==> config.mk <==
export PLATFORM = sky130hd
export DESIGN_NAME = esb_top
export DESIGN_NICKNAME = d
export VERILOG_FILES = /design/src/esb_pkg.sv /design/src/esb_top.sv
export SDC_FILE = /design/constraint.sdc
export NUM_CORES = 2
export LEC_CHECK = 0
export BUFFER_PORTS_ARGS = -buffer_cell sky130_fd_sc_hd__buf_2
export CORE_MARGIN = 2
export CORE_UTILIZATION = 50
export CTS_CLUSTER_DIAMETER = 60
export DETAILED_ROUTE_END_ITERATION = 8
export PLACE_DENSITY_LB_ADDON = 0.08
export SETUP_SLACK_MARGIN = 0.15
export SYNTH_ARGS = -nofsm -noshare
export SYNTH_HDL_FRONTEND = slang
export SYNTH_SLANG_ARGS = --single-unit
==> constraint.sdc <==
create_clock -name sys_clk -period 12.1 [get_ports sys_clk]
set_clock_uncertainty 0.15 [all_clocks]
set_input_delay 0 -clock sys_clk [delete_from_list [all_inputs] [get_ports sys_clk]]
set_output_delay 0 -clock sys_clk [all_outputs]
set_load 0.05 [all_outputs]
==> src/esb_pkg.sv <==
// ----------------------------------------
// Shared constants and types
// ----------------------------------------
package esb_pkg;
  localparam int NPT = 8;
  localparam int PW = 3;
  localparam int VW = 16;
  localparam int NPART = 2;
  localparam int DEPTH = 32;
  localparam int AW = 5;
  localparam int CW = 6;
  localparam int ADW = 8;
  localparam int JW = 4;
  localparam int IW = 8;
  localparam int OW = 13;
  localparam logic [PW:0] NPT_CNT = 4'h8;
  localparam logic [PW-1:0] LAST_PT = 3'h7;
  // Controller memory windows: point values, write targets, trigger tags
  localparam logic [ADW-1:0] RD_BASE = 8'h00;
  localparam logic [ADW-1:0] WR_BASE = 8'h40;
  localparam logic [ADW-1:0] TAG_BASE = 8'h80;
  // Send buffer share per partner, one or two partners enabled
  localparam logic [CW-1:0] SHARE_ONE = 6'h20;
  localparam logic [CW-1:0] SHARE_TWO = 6'h10;
  // Fill levels in percent
  localparam logic [OW-1:0] PCT_ALL = 13'h0064;
  localparam logic [OW-1:0] PCT_FULL = 13'h005a;
  localparam logic [OW-1:0] PCT_REL = 13'h0050;
  localparam logic [OW-1:0] PCT_LOW = 13'h0032;
  // Timebase
  localparam int CLK_HZ = 40_000_000;
  localparam int TB_MS = 500;
  localparam int MS_PER_S = 1000;
  localparam int TICK_CYC_DEF = CLK_HZ / MS_PER_S * TB_MS;
  typedef enum logic [1:0] {TRG_THR, TRG_TIME, TRG_EDGE, TRG_OFF} esb_trig_t;
  typedef enum logic [1:0] {PH_FAST, PH_WRITE, PH_NORM, PH_IDLE} esb_phase_t;
endpackage

==> src/esb_top.sv <==
// Added by the designer: the plain strobed port and the register offsets.
`timescale 1ns/10ps
`default_nettype none
module esb_top #(
  parameter int TICK_CYC = esb_pkg::TICK_CYC_DEF
) (
  input wire logic sys_clk,
  input wire logic rstn,
  input wire logic [esb_pkg::NPT-1:0] static_cfg,
  input wire logic [esb_pkg::NPT-1:0] every_cfg,
  input wire logic [esb_pkg::NPT-1:0] spont_cfg,
  input wire logic [esb_pkg::NPT-1:0] fast_cfg,
  input wire logic [esb_pkg::NPT-1:0] tag_mem_cfg,
  input wire logic [2*esb_pkg::NPT-1:0] trg_cfg,
  input wire logic [esb_pkg::VW-1:0] thr_cfg,
  input wire logic [esb_pkg::IW-1:0] tper_cfg,
  input wire logic tod_hit,
  input wire logic [esb_pkg::JW-1:0] max_wr_cfg,
  input wire logic [esb_pkg::JW-1:0] max_rd_cfg,
  input wire logic [esb_pkg::IW-1:0] idle_cfg,
  input wire logic [esb_pkg::NPT-1:0] trig_tag,
  input wire logic wr_req,
  input wire logic [esb_pkg::PW-1:0] wr_pt,
  input wire logic [esb_pkg::VW-1:0] wr_val,
  output logic [esb_pkg::ADW-1:0] mem_addr,
  output logic mem_rd,
  output logic mem_wr,
  output logic [esb_pkg::VW-1:0] mem_wdata,
  input wire logic [esb_pkg::VW-1:0] mem_rdata,
  input wire logic [esb_pkg::NPART-1:0] part_en,
  input wire logic [esb_pkg::NPART-1:0] link_up,
  input wire logic [esb_pkg::NPART-1:0] query,
  output logic tx_valid,
  output logic tx_part,
  output logic tx_kind,
  output logic [esb_pkg::PW-1:0] tx_pt,
  output logic [esb_pkg::VW-1:0] tx_val,
  input wire logic tx_ack,
  output logic [esb_pkg::NPART-1:0] forced_mode,
  output logic tick
);
  import esb_pkg::*;

  // ----------------------------------------
  // Helpers
  // ----------------------------------------
  function automatic logic [PW-1:0] first1(input logic [NPT-1:0] v);
    logic [PW-1:0] r;
    r = '0;
    for (int i = NPT - 1; i >= 0; i--) begin
      if (v[i]) begin
        r = PW'(i);
      end
    end
    return r;
  endfunction

  function automatic logic [AW-1:0] phys(input logic q, input logic [AW-1:0] p, input logic two);
    return two ? {q, p[AW-2:0]} : p;
  endfunction

  function automatic logic [AW-1:0] incp(input logic [AW-1:0] p, input logic [CW-1:0] sh);
    logic [CW-1:0] n;
    n = {1'b0, p} + 6'h01;
    return (n == sh) ? '0 : n[AW-1:0];
  endfunction

  // ----------------------------------------
  // State
  // ----------------------------------------
  esb_phase_t ph_r;
  logic [PW:0] idx_r;
  logic [JW-1:0] jobs_r;
  logic [PW-1:0] nptr_r;
  logic [IW-1:0] idle_r;
  logic rd_v_r;
  logic [PW-1:0] rd_pt_r;
  logic [31:0] tick_cnt_r;
  logic [IW-1:0] tper_r;
  logic [VW-1:0] img_r [NPT];
  logic [VW-1:0] last_r [NPT];
  logic [VW-1:0] wr_val_r [NPT];
  logic [NPT-1:0] tag_q_r, edge_due_r, time_due_r, clr_pend_r, wr_pend_r;
  logic [VW-1:0] bval_r [DEPTH];
  logic [PW-1:0] bpt_r [DEPTH];
  logic [AW-1:0] head_r [NPART];
  logic [AW-1:0] tail_r [NPART];
  logic [CW-1:0] cnt_r [NPART];
  logic [NPT-1:0] cv_in_r [NPART];
  logic [AW-1:0] cv_slot_r [NPART][NPT];
  logic [NPART-1:0] forced_r, rel_r, img_pend_r;
  logic [PW-1:0] img_idx_r [NPART];

  // ----------------------------------------
  // Scan decode
  // ----------------------------------------
  wire logic clr_any = |clr_pend_r;
  wire logic [PW-1:0] clr_sel = first1(clr_pend_r);
  wire logic [PW-1:0] wr_sel = first1(wr_pend_r);
  wire logic fast_end = (idx_r == NPT_CNT);
  // Compare with >= so a quota lowered mid-scan still ends the phase
  wire logic norm_end = (idx_r == NPT_CNT) || (jobs_r >= max_rd_cfg);
  wire logic clr_go = (ph_r == PH_WRITE) && clr_any;
  // Tag clears ride ahead of the job quota so they never starve
  wire logic wr_go = (ph_r == PH_WRITE) && !clr_any && (|wr_pend_r) && (jobs_r < max_wr_cfg);
  wire logic fast_rd = (ph_r == PH_FAST) && !fast_end && fast_cfg[idx_r[PW-1:0]];
  wire logic norm_rd = (ph_r == PH_NORM) && !norm_end && !fast_cfg[nptr_r];
  wire logic rd_go = fast_rd || norm_rd;
  wire logic [PW-1:0] rd_pt_w = fast_rd ? idx_r[PW-1:0] : nptr_r;

  // ----------------------------------------
  // Save decision on returning read data
  // ----------------------------------------
  wire logic [PW-1:0] p = rd_pt_r;
  wire logic [VW-1:0] v = mem_rdata;
  wire esb_trig_t trg_w = esb_trig_t'(trg_cfg[2*p +: 2]);
  wire logic [VW-1:0] dev = (v >= last_r[p]) ? v - last_r[p] : last_r[p] - v;
  wire logic thr_hit = (trg_w == TRG_THR) && (dev >= thr_cfg);
  wire logic time_hit = (trg_w == TRG_TIME) && time_due_r[p];
  wire logic edge_hit = (trg_w == TRG_EDGE) && edge_due_r[p];
  // Static points never save into the buffer path
  wire logic save = rd_v_r && !static_cfg[p] && (thr_hit || time_hit || edge_hit);
  wire logic tmr_hit = (tick && (tper_r + 8'h01 >= tper_cfg)) || tod_hit;
  wire logic tick_end = (tick_cnt_r == 32'(TICK_CYC - 1));

  // ----------------------------------------
  // Per-partner buffer decode
  // ----------------------------------------
  wire logic two = &part_en;
  wire logic [CW-1:0] share = two ? SHARE_TWO : SHARE_ONE;
  wire logic [OW-1:0] sh13 = OW'(share);
  logic [NPART-1:0] enq, cv_hit, push, deq, inflt, full, low, rel_lvl, img_rdy, buf_rdy, spont_ev, cv_wr;
  logic [AW-1:0] hph [NPART];
  logic [AW-1:0] tph [NPART];
  logic [OW-1:0] occ [NPART];
  logic [CW-1:0] cnt_nxt [NPART];

  for (genvar q = 0; q < NPART; q++) begin : g_part
    assign hph[q] = phys(1'(q), head_r[q], two);
    assign tph[q] = phys(1'(q), tail_r[q], two);
    assign occ[q] = OW'(cnt_r[q]) * PCT_ALL;
    assign full[q] = occ[q] >= sh13 * PCT_FULL;
    assign low[q] = occ[q] < sh13 * PCT_LOW;
    assign rel_lvl[q] = occ[q] >= sh13 * PCT_REL;
    // Forced partners see the event only through the image
    assign enq[q] = save && part_en[q] && !forced_r[q];
    assign inflt[q] = tx_valid && !tx_kind && (tx_part == 1'(q));
    assign deq[q] = inflt[q] && tx_ack;
    // An entry already on the wire cannot be overwritten; append instead
    assign cv_hit[q] = !every_cfg[p] && cv_in_r[q][p] && !(inflt[q] && cv_slot_r[q][p] == hph[q]);
    assign cv_wr[q] = enq[q] && cv_hit[q];
    assign push[q] = enq[q] && !cv_hit[q] && (cnt_r[q] < share);
    assign cnt_nxt[q] = cnt_r[q] + CW'(push[q]) - CW'(deq[q]);
    assign spont_ev[q] = enq[q] && spont_cfg[p];
    assign img_rdy[q] = img_pend_r[q] && link_up[q];
    assign buf_rdy[q] = rel_r[q] && link_up[q] && (cnt_r[q] != '0);
  end

  wire logic qi = !img_rdy[0];
  wire logic qb = !buf_rdy[0];

  // ----------------------------------------
  // Timebase prescaler
  // ----------------------------------------
  // Counter sits at the top level parameter so simulation can shorten it
  always_ff @(posedge sys_clk or negedge rstn) begin
    if (!rstn) begin
      tick_cnt_r <= '0;
      tick <= 1'b0;
      tper_r <= '0;
    end else begin
      tick_cnt_r <= tick_end ? '0 : tick_cnt_r + 32'h1;
      tick <= tick_end;
      if (tick) begin
        tper_r <= tmr_hit ? '0 : tper_r + 8'h01;
      end
    end
  end

  // ----------------------------------------
  // Scan cycle over controller memory
  // ----------------------------------------
  always_ff @(posedge sys_clk or negedge rstn) begin
    if (!rstn) begin
      ph_r <= PH_FAST;
      idx_r <= '0;
      jobs_r <= '0;
      nptr_r <= '0;
      idle_r <= '0;
      mem_rd <= 1'b0;
      mem_wr <= 1'b0;
      mem_addr <= '0;
      mem_wdata <= '0;
      rd_v_r <= 1'b0;
      rd_pt_r <= '0;
    end else begin
      mem_rd <= rd_go;
      mem_wr <= clr_go || wr_go;
      // Read data stands in the cycle after the strobe, so qualify one cycle late
      rd_v_r <= mem_rd;
      rd_pt_r <= mem_addr[PW-1:0];
      if (rd_go) begin
        mem_addr <= RD_BASE + ADW'(rd_pt_w);
      end else if (clr_go) begin
        mem_addr <= TAG_BASE + ADW'(clr_sel);
        mem_wdata <= '0;
      end else if (wr_go) begin
        mem_addr <= WR_BASE + ADW'(wr_sel);
        mem_wdata <= wr_val_r[wr_sel];
      end
      unique case (ph_r)
        PH_FAST: begin
          idx_r <= fast_end ? '0 : idx_r + 4'h1;
          jobs_r <= '0;
          if (fast_end) begin
            ph_r <= PH_WRITE;
          end
        end
        PH_WRITE: begin
          if (wr_go) begin
            jobs_r <= jobs_r + 4'h1;
          end else if (!clr_go) begin
            ph_r <= PH_NORM;
            jobs_r <= '0;
          end
        end
        PH_NORM: begin
          if (norm_end) begin
            ph_r <= PH_IDLE;
            idle_r <= '0;
            idx_r <= '0;
          end else begin
            idx_r <= idx_r + 4'h1;
            nptr_r <= nptr_r + 3'h1;
            jobs_r <= jobs_r + JW'(norm_rd);
          end
        end
        PH_IDLE: begin
          if (idle_r >= idle_cfg) begin
            ph_r <= PH_FAST;
          end else begin
            idle_r <= idle_r + 8'h01;
          end
        end
      endcase
    end
  end

  // ----------------------------------------
  // Image memory and per-point trigger state
  // ----------------------------------------
  // Sets are written after clears so a same-cycle event is kept
  always_ff @(posedge sys_clk or negedge rstn) begin
    if (!rstn) begin
      for (int i = 0; i < NPT; i++) begin
        img_r[i] <= '0;
        last_r[i] <= '0;
        wr_val_r[i] <= '0;
      end
      tag_q_r <= '0;
      edge_due_r <= '0;
      time_due_r <= '0;
      clr_pend_r <= '0;
      wr_pend_r <= '0;
    end else begin
      tag_q_r <= trig_tag;
      if (rd_v_r) begin
        img_r[p] <= v;
      end
      if (save) begin
        last_r[p] <= v;
        edge_due_r[p] <= 1'b0;
        time_due_r[p] <= 1'b0;
      end
      edge_due_r <= (save ? edge_due_r & ~(NPT'(1) << p) : edge_due_r) | (trig_tag & ~tag_q_r);
      if (tmr_hit) begin
        time_due_r <= '1;
      end
      if (clr_go) begin
        clr_pend_r[clr_sel] <= 1'b0;
      end
      // Input-area tags are left alone; the controller clears those
      if (save && edge_hit && tag_mem_cfg[p]) begin
        clr_pend_r[p] <= 1'b1;
      end
      if (wr_go) begin
        wr_pend_r[wr_sel] <= 1'b0;
      end
      if (wr_req) begin
        wr_pend_r[wr_pt] <= 1'b1;
        wr_val_r[wr_pt] <= wr_val;
      end
    end
  end

  // ----------------------------------------
  // Send buffer storage
  // ----------------------------------------
  always_ff @(posedge sys_clk) begin
    for (int q = 0; q < NPART; q++) begin
      if (push[q]) begin
        bpt_r[tph[q]] <= p;
        bval_r[tph[q]] <= v;
      end else if (cv_wr[q]) begin
        bval_r[cv_slot_r[q][p]] <= v;
      end
    end
  end

  // ----------------------------------------
  // Send buffer control per partner
  // ----------------------------------------
  always_ff @(posedge sys_clk or negedge rstn) begin
    if (!rstn) begin
      for (int q = 0; q < NPART; q++) begin
        head_r[q] <= '0;
        tail_r[q] <= '0;
        cnt_r[q] <= '0;
        cv_in_r[q] <= '0;
        for (int i = 0; i < NPT; i++) begin
          cv_slot_r[q][i] <= '0;
        end
      end
      forced_r <= '0;
      rel_r <= '0;
    end else begin
      for (int q = 0; q < NPART; q++) begin
        cnt_r[q] <= cnt_nxt[q];
        if (deq[q]) begin
          head_r[q] <= incp(head_r[q], share);
          if (cv_slot_r[q][bpt_r[hph[q]]] == hph[q]) begin
            cv_in_r[q][bpt_r[hph[q]]] <= 1'b0;
          end
        end
        if (push[q]) begin
          tail_r[q] <= incp(tail_r[q], share);
          if (!every_cfg[p]) begin
            cv_in_r[q][p] <= 1'b1;
            cv_slot_r[q][p] <= tph[q];
          end
        end
        if (full[q]) begin
          forced_r[q] <= 1'b1;
        end else if (link_up[q] && low[q]) begin
          forced_r[q] <= 1'b0;
        end
        if (query[q] || spont_ev[q] || rel_lvl[q]) begin
          rel_r[q] <= 1'b1;
        end else if (cnt_nxt[q] == '0) begin
          rel_r[q] <= 1'b0;
        end
      end
    end
  end

  // ----------------------------------------
  // Transmit toward the partner
  // ----------------------------------------
  // Image dump has priority so the process image leads the buffered frames
  always_ff @(posedge sys_clk or negedge rstn) begin
    if (!rstn) begin
      tx_valid <= 1'b0;
      tx_part <= 1'b0;
      tx_kind <= 1'b0;
      tx_pt <= '0;
      tx_val <= '0;
      img_pend_r <= '0;
      for (int q = 0; q < NPART; q++) begin
        img_idx_r[q] <= '0;
      end
    end else begin
      if (!tx_valid) begin
        if (|img_rdy) begin
          tx_valid <= 1'b1;
          tx_kind <= 1'b1;
          tx_part <= qi;
          tx_pt <= img_idx_r[qi];
          tx_val <= img_r[img_idx_r[qi]];
        end else if (|buf_rdy) begin
          tx_valid <= 1'b1;
          tx_kind <= 1'b0;
          tx_part <= qb;
          tx_pt <= bpt_r[hph[qb]];
          tx_val <= bval_r[hph[qb]];
        end
      end else if (tx_ack) begin
        tx_valid <= 1'b0;
        if (tx_kind) begin
          img_idx_r[tx_part] <= img_idx_r[tx_part] + 3'h1;
          if (img_idx_r[tx_part] == LAST_PT) begin
            img_pend_r[tx_part] <= 1'b0;
          end
        end
      end
      for (int q = 0; q < NPART; q++) begin
        if (query[q] || spont_ev[q]) begin
          img_pend_r[q] <= 1'b1;
        end
      end
    end
  end

  assign forced_mode = forced_r;
endmodule
`default_nettype wire

# Yosys cells after proc, flatten, opt, wreduce, memory -nomap -nowiden
# Memory sizes are Yosys's and may differ from the RTL's.
# Index checks and enable logic that the tools add are counted.
[word_totals]
ramBits = 608
inputBits = 150
register_bits = 678
n_memories = 2
word_cells = 520
[memory_table]
columns = ["memory", "depth", "word_bits", "read_ports", "rd_clocked_by_memory_dff", "wr", "line_no", "rtl"]
rows = [
  ["bval_r", 32, 16, 1, 0, 2, "esb_top.sv:84", "logic [VW-1:0] bval_r [DEPTH];"],
  ["bpt_r", 32, 3, 3, 0, 2, "esb_top.sv:85", "logic [PW-1:0] bpt_r [DEPTH];"],
]
[op_classes]
n_mux = 185
n_eq_ne = 24
multipliers = 5
n_reduce_logical = 125
addsub = 20
order_cmp = 42
bitwise = 35
n_shift = 2
[ops]
columns = ["operator", "n"]
rows = [
  ["bitwise mux 128 bit", 3],
  ["two-way mux 16 bit", 15],
  ["two-way mux 8 bit", 21],
  ["binary-select mux 16 bit (select 3 bit)", 3],
  ["two-way mux 5 bit", 22],
  ["demux 16 bit (select 3 bit)", 2],
  ["bitwise mux 40 bit", 2],
  ["two-way mux 3 bit", 26],
  ["binary-select mux 5 bit (select 3 bit)", 4],
  ["logical AND 1 bit", 57],
  ["AND 8 bit", 7],
  ["inverter 8 bit", 7],
  [">= comparator 13 bit", 4],
  ["two-way mux 1 bit", 47],
  ["OR 8 bit", 5],
  ["nonzero test 2 bit", 17],
  ["multiplier 6 x 5 -> 11 bit, second input constant", 3],
  ["adder 32 x 1 -> 32 bit, second input constant", 1],
  ["equality test 32 x 25 -> 1 bit, second input constant", 1],
  [">= comparator 16 bit", 2],
  ["less-than comparator 3 x 4 -> 1 bit, second input constant", 8],
  ["two-way mux 32 bit", 1],
  ["OR reduction 16 bit", 2],
  ["subtractor 16 bit", 2],
  ["64 further kinds", 176],
]

# Longest topological paths before layout
[depth]
depth_word = 20
mapped_depth = 48

# Least setup slack after synthesis
# Ideal clock, no wire load.
[synth_path]
path_type = "flip-flop to flip-flop"
start = "reg rd_pt_r[0], in the netlist p[0]"
end = "reg rel_r[1]"
setup_time_ns = 0.141
t_arrival_ns = 9.191
path_stages_with_launch = 44
n_path_buf = 12
path_slack_ns = 2.618
path_cell_list = "dfrtp_1 buf_2 buf_6 buf_6 buf_4 buf_2 buf_1 buf_2 mux4_2 nand2_1 and2_1 inv_1 ha_1 clkbuf_1 nand3_1 nor2_1 o31a_1 o21ba_2 [... 8 more ...] o211ai_1 a21oi_1 o21ai_1 and4_1 buf_4 inv_2 buf_6 ha_1 inv_1 ha_1 fa_1 a21oi_1 nor2_1 nor2_1 xnor2_1 or4_1 o31ai_1 o2111ai_1"
[synth_rtl]
columns = ["item", "line_no", "rtl"]
rows = [
  ["start, declared", "esb_top.sv:77", "logic [PW-1:0] rd_pt_r;"],
  ["start signal, assigned", "esb_top.sv:201", "rd_pt_r <= mem_addr[PW-1:0];"],
  ["end signal, assigned", "esb_top.sv:325", "rel_r <= '0;"],
  ["end signal, assigned by index", "esb_top.sv:348", "rel_r[q] <= 1'b1;"],
  ["end signal, assigned by index", "esb_top.sv:350", "rel_r[q] <= 1'b0;"],
  ["end, declared", "esb_top.sv:91", "logic [NPART-1:0] forced_r, rel_r, img_pend_r;"],
]

==> summary.md <==
| Metric | Value |
|---|---|
| R2r worst-path depth | 35 |
| Area Overhead vs Synth | 14.4% |
| CP Buf/Inv Count | 6 |
| Antenna Violating Nets Remaining | 0 |
| Avg WL per Cell | around 25 µm |
| DR iter-0 viols | approximately 3200 |
| Antenna violations before repair | 4 |
| Crit end category | flop |
| Max clock buf depth | 3 |
| Setup_tns | 0 ns |
| Die X | 355 µm |
| Avg Inst Size Synth | 13.1 µm² |
| Rel. slew slack | 0.114 |
| WL final | 168000 µm |
| Final core occ | 0.578 |
| Drt drc | 0 |
| Hold depth | 3 |
| Initial Util | 0.506 |
| Net count, final | approximately 5300 |
| Vias in the first global route | between 40000 and 50000 |
| Synth Cell Area | between 60000 and 70000 µm² |
| Final setup fails | 0 |
| Io pins | about 200 |
| CP Launch Type | flop |
| First-pass GRT wire length | ~260000 µm |
| Sequential element share of the synthesized area | 0.570 |
| Die Span Y | 355 µm |
| Maximum vdd ir drop | 0.000208 V |
| # hold bufs at CTS | ~110 |
| Unrepaired setup endpoints after global routing | false |
| FFs w/ async S/R, synth | 0.526 |
| Hold WC Path Type | in -> reg |
| Reg2Reg Capture Point | rel_r[0] |
| CP max-delay cell | dfrtp_4 |
| CP required | roughly 13 ns |
| Worst Max-Slew Pin Slew | about 1.3 ns |
| Synth Register Bits | roughly 1300 |
| Pins over their slew limit | 0 |
| Reg-to-reg slack, setup | approximately 2.5 ns |
| Synthesized instance count | roughly 4700 |
| Root Buffer | clkbuf_16 |
| Worst-path clk slew | about 0.060 ns |
| Total Die Area | 126000 µm² |
| Fin. Hold Viols | 0 |
| CTS resizes | 0 |
| Status | complete, no violations |
| Post-synth EDFFs | ~610 |
| Hpwl dp | approximately 110000 µm |
| CTS tree | yes |
| Htree depth | 4 |
| Crit share post-route | 0.795 |
| Hold_sp | wr_val[1] |
| Vias | roughly 40000 |
| Cell area power density | around 250 nW/µm² |
| CP max FO | 39 |
| Final Wtd Congestion | a little under 0.9 |
| Cts bufs inserted | 146 |
| Max Clk Rate | around 100 MHz |
| Commonest non-fill, non-tap cell in the layout | dfrtp_1 |
| Synthesis Warnings | 0 |
| Synth cell types | 85 |
| Number of detailed-route iterations in the first pass | 6 |
| Total gr overflow | 0 |
| Arr. time, crit path | about 10 ns |
| Share of cells above drive strength 1 | 0.234 |
| Mean number of vias per cell | approximately 6 |
| Maximum number of pins on one net before global-route repair | ~180 |
| Clock latency at the later pin of the worst-skew pair | between 0.7 and 0.8 ns |
| CP Class | reg -> reg |
| Reg2reg start | p[0] |
| # port buffers | around 200 |
| Top cell by count, worst path | ha_1 |
| Critical Path Max Stage Delay | ~0.97 ns |
| Post-CTS Setup Repair Bufs | 0 |
| Top_reg_cell synth | dfrtp_1 |
| Most frequent cells in the layout | 670 x dfrtp_1, 668 x nand2_1, 608 x edfxtp_1, 306 x o21ai_0, 300 x mux4_2 |
| Hold Path Sink | wr_val_r[113] |
| Fin crit period | ~9.6 ns |
| Leakage power | roughly 28 nW |
| Max cap viols | 0 |
| Clock sink count | between 1000 and 1500 |
| Gr usage total | 0.269 |
| Rows | 128 |
| Crit-path leading delay family | compound AO/OA/AOI/OAI gates |
| Core ar. | between 100000 and 150000 µm² |
report_power, final:
group,internal [W],switching (W),leakage [nW]
clock network,0.00260,0.00181,2.34
registers,0.00532,0.000575,13.9
logic,0.00313,0.00422,12.2
registers in the layout, summed over array words and instances (netlist names), 10 cells and up:
name / flops
wr_val_r: 128
mem_wdata: 16
head_r: 10
cnt_r: 12
cv_slot_r: 80
bpt_r: 96
bval_r: 512
tail_r: 10
tick_cnt_r: 32
last_r: 128
tx_val: 16
cv_in_r: 16
img_r: 128
routing by layer:
layer  GRT usage  vias up  wire length [µm]
met5           0        -                 0
met4      0.0744        0              4220
met1       0.380    20600             73300
met2       0.439     1119             81100
li1            -    18100                 -
met3      0.0395      270              9520
how the worst max path moves through the flow:
stage | start | end | slack, ns | cells past startpoint
floorplan | p[0] | rel_r[1] | 2.62 | 43
global placement | p[0] | rel_r[1] | 2.58 | 37
detailed placement | p[0] | rel_r[1] | 2.48 | 34
CTS | p[0] | rel_r[1] | 2.45 | 34
global route | p[0] | rel_r[0] | 1.83 | 34
finish | p[0] | rel_r[0] | 2.48 | 35
worst min-delay path, delay by kind of cell:
kind	cells	cell delay, ns
multiplexers	1	0.16
buffers and inverters	2	0.73
cell usage after synthesis, types with 48 or more instances:
library cell	count	area share
a21o_1	48	0.0058
a21oi_1	111	0.0090
clkbuf_1	185	0.011
dfrtp_1	675	0.27
edfxtp_1	608	0.30
ha_1	179	0.036
inv_1	171	0.010
mux2_2	277	0.051
mux2i_1	137	0.022
mux4_2	300	0.11
nand2_1	668	0.041
nand3_1	146	0.012
nor2_1	152	0.0092
o21ai_0	306	0.025
o22ai_1	61	0.0062
xnor2_1	70	0.0099
final cells by class:
class                      count  area [µm²]
multi-input combinational   2978       25000
tap                         1625        2030
clock buffer                 195        4090
clock inverter                66         654
inverter                     176         661
fill                       10000       51500
timing repair buffer         407        2900
sequential                  1283       35200
antenna                        4        10.0
cells by family (layout without fill, tap and decap cells):
| logic type | count (synthesis) | after routing | synth area share |
|---|---|---|---|
| xor gates and xnor gates | 106 | 106 | 0.0150 |
| and+or+nand+nor | 1205 | 1205 | 0.0870 |
| AOI/OAI and AO/OA | 753 | 753 | 0.0747 |
| DFF | 1283 | 1283 | 0.570 |
| other | 1 | 7 | 0.0000608 |
| adders and majority gates | 185 | 185 | 0.0383 |
| buffers and inverters | 450 | 844 | 0.0302 |
| muxes | 726 | 726 | 0.185 |
through the flow:
step	instances	hold slack [ns]	cell area (µm²)	setup slack [ns]	power, W
2_1_floorplan	4711	-0.446	61700	2.62	0.0112
3_3_place_gp	6357	-0.0536	64700	2.58	0.0132
3_5_place_dp	6357	-0.0603	64700	2.48	0.0133
4_1_cts	6730	0.00243	70500	2.45	0.0178
5_1_grt	6731	0.0519	70500	1.83	0.0187
6_report	6734	0.0305	70600	2.48	0.0176
Note: power is estimated with default switching activity, not from simulation.
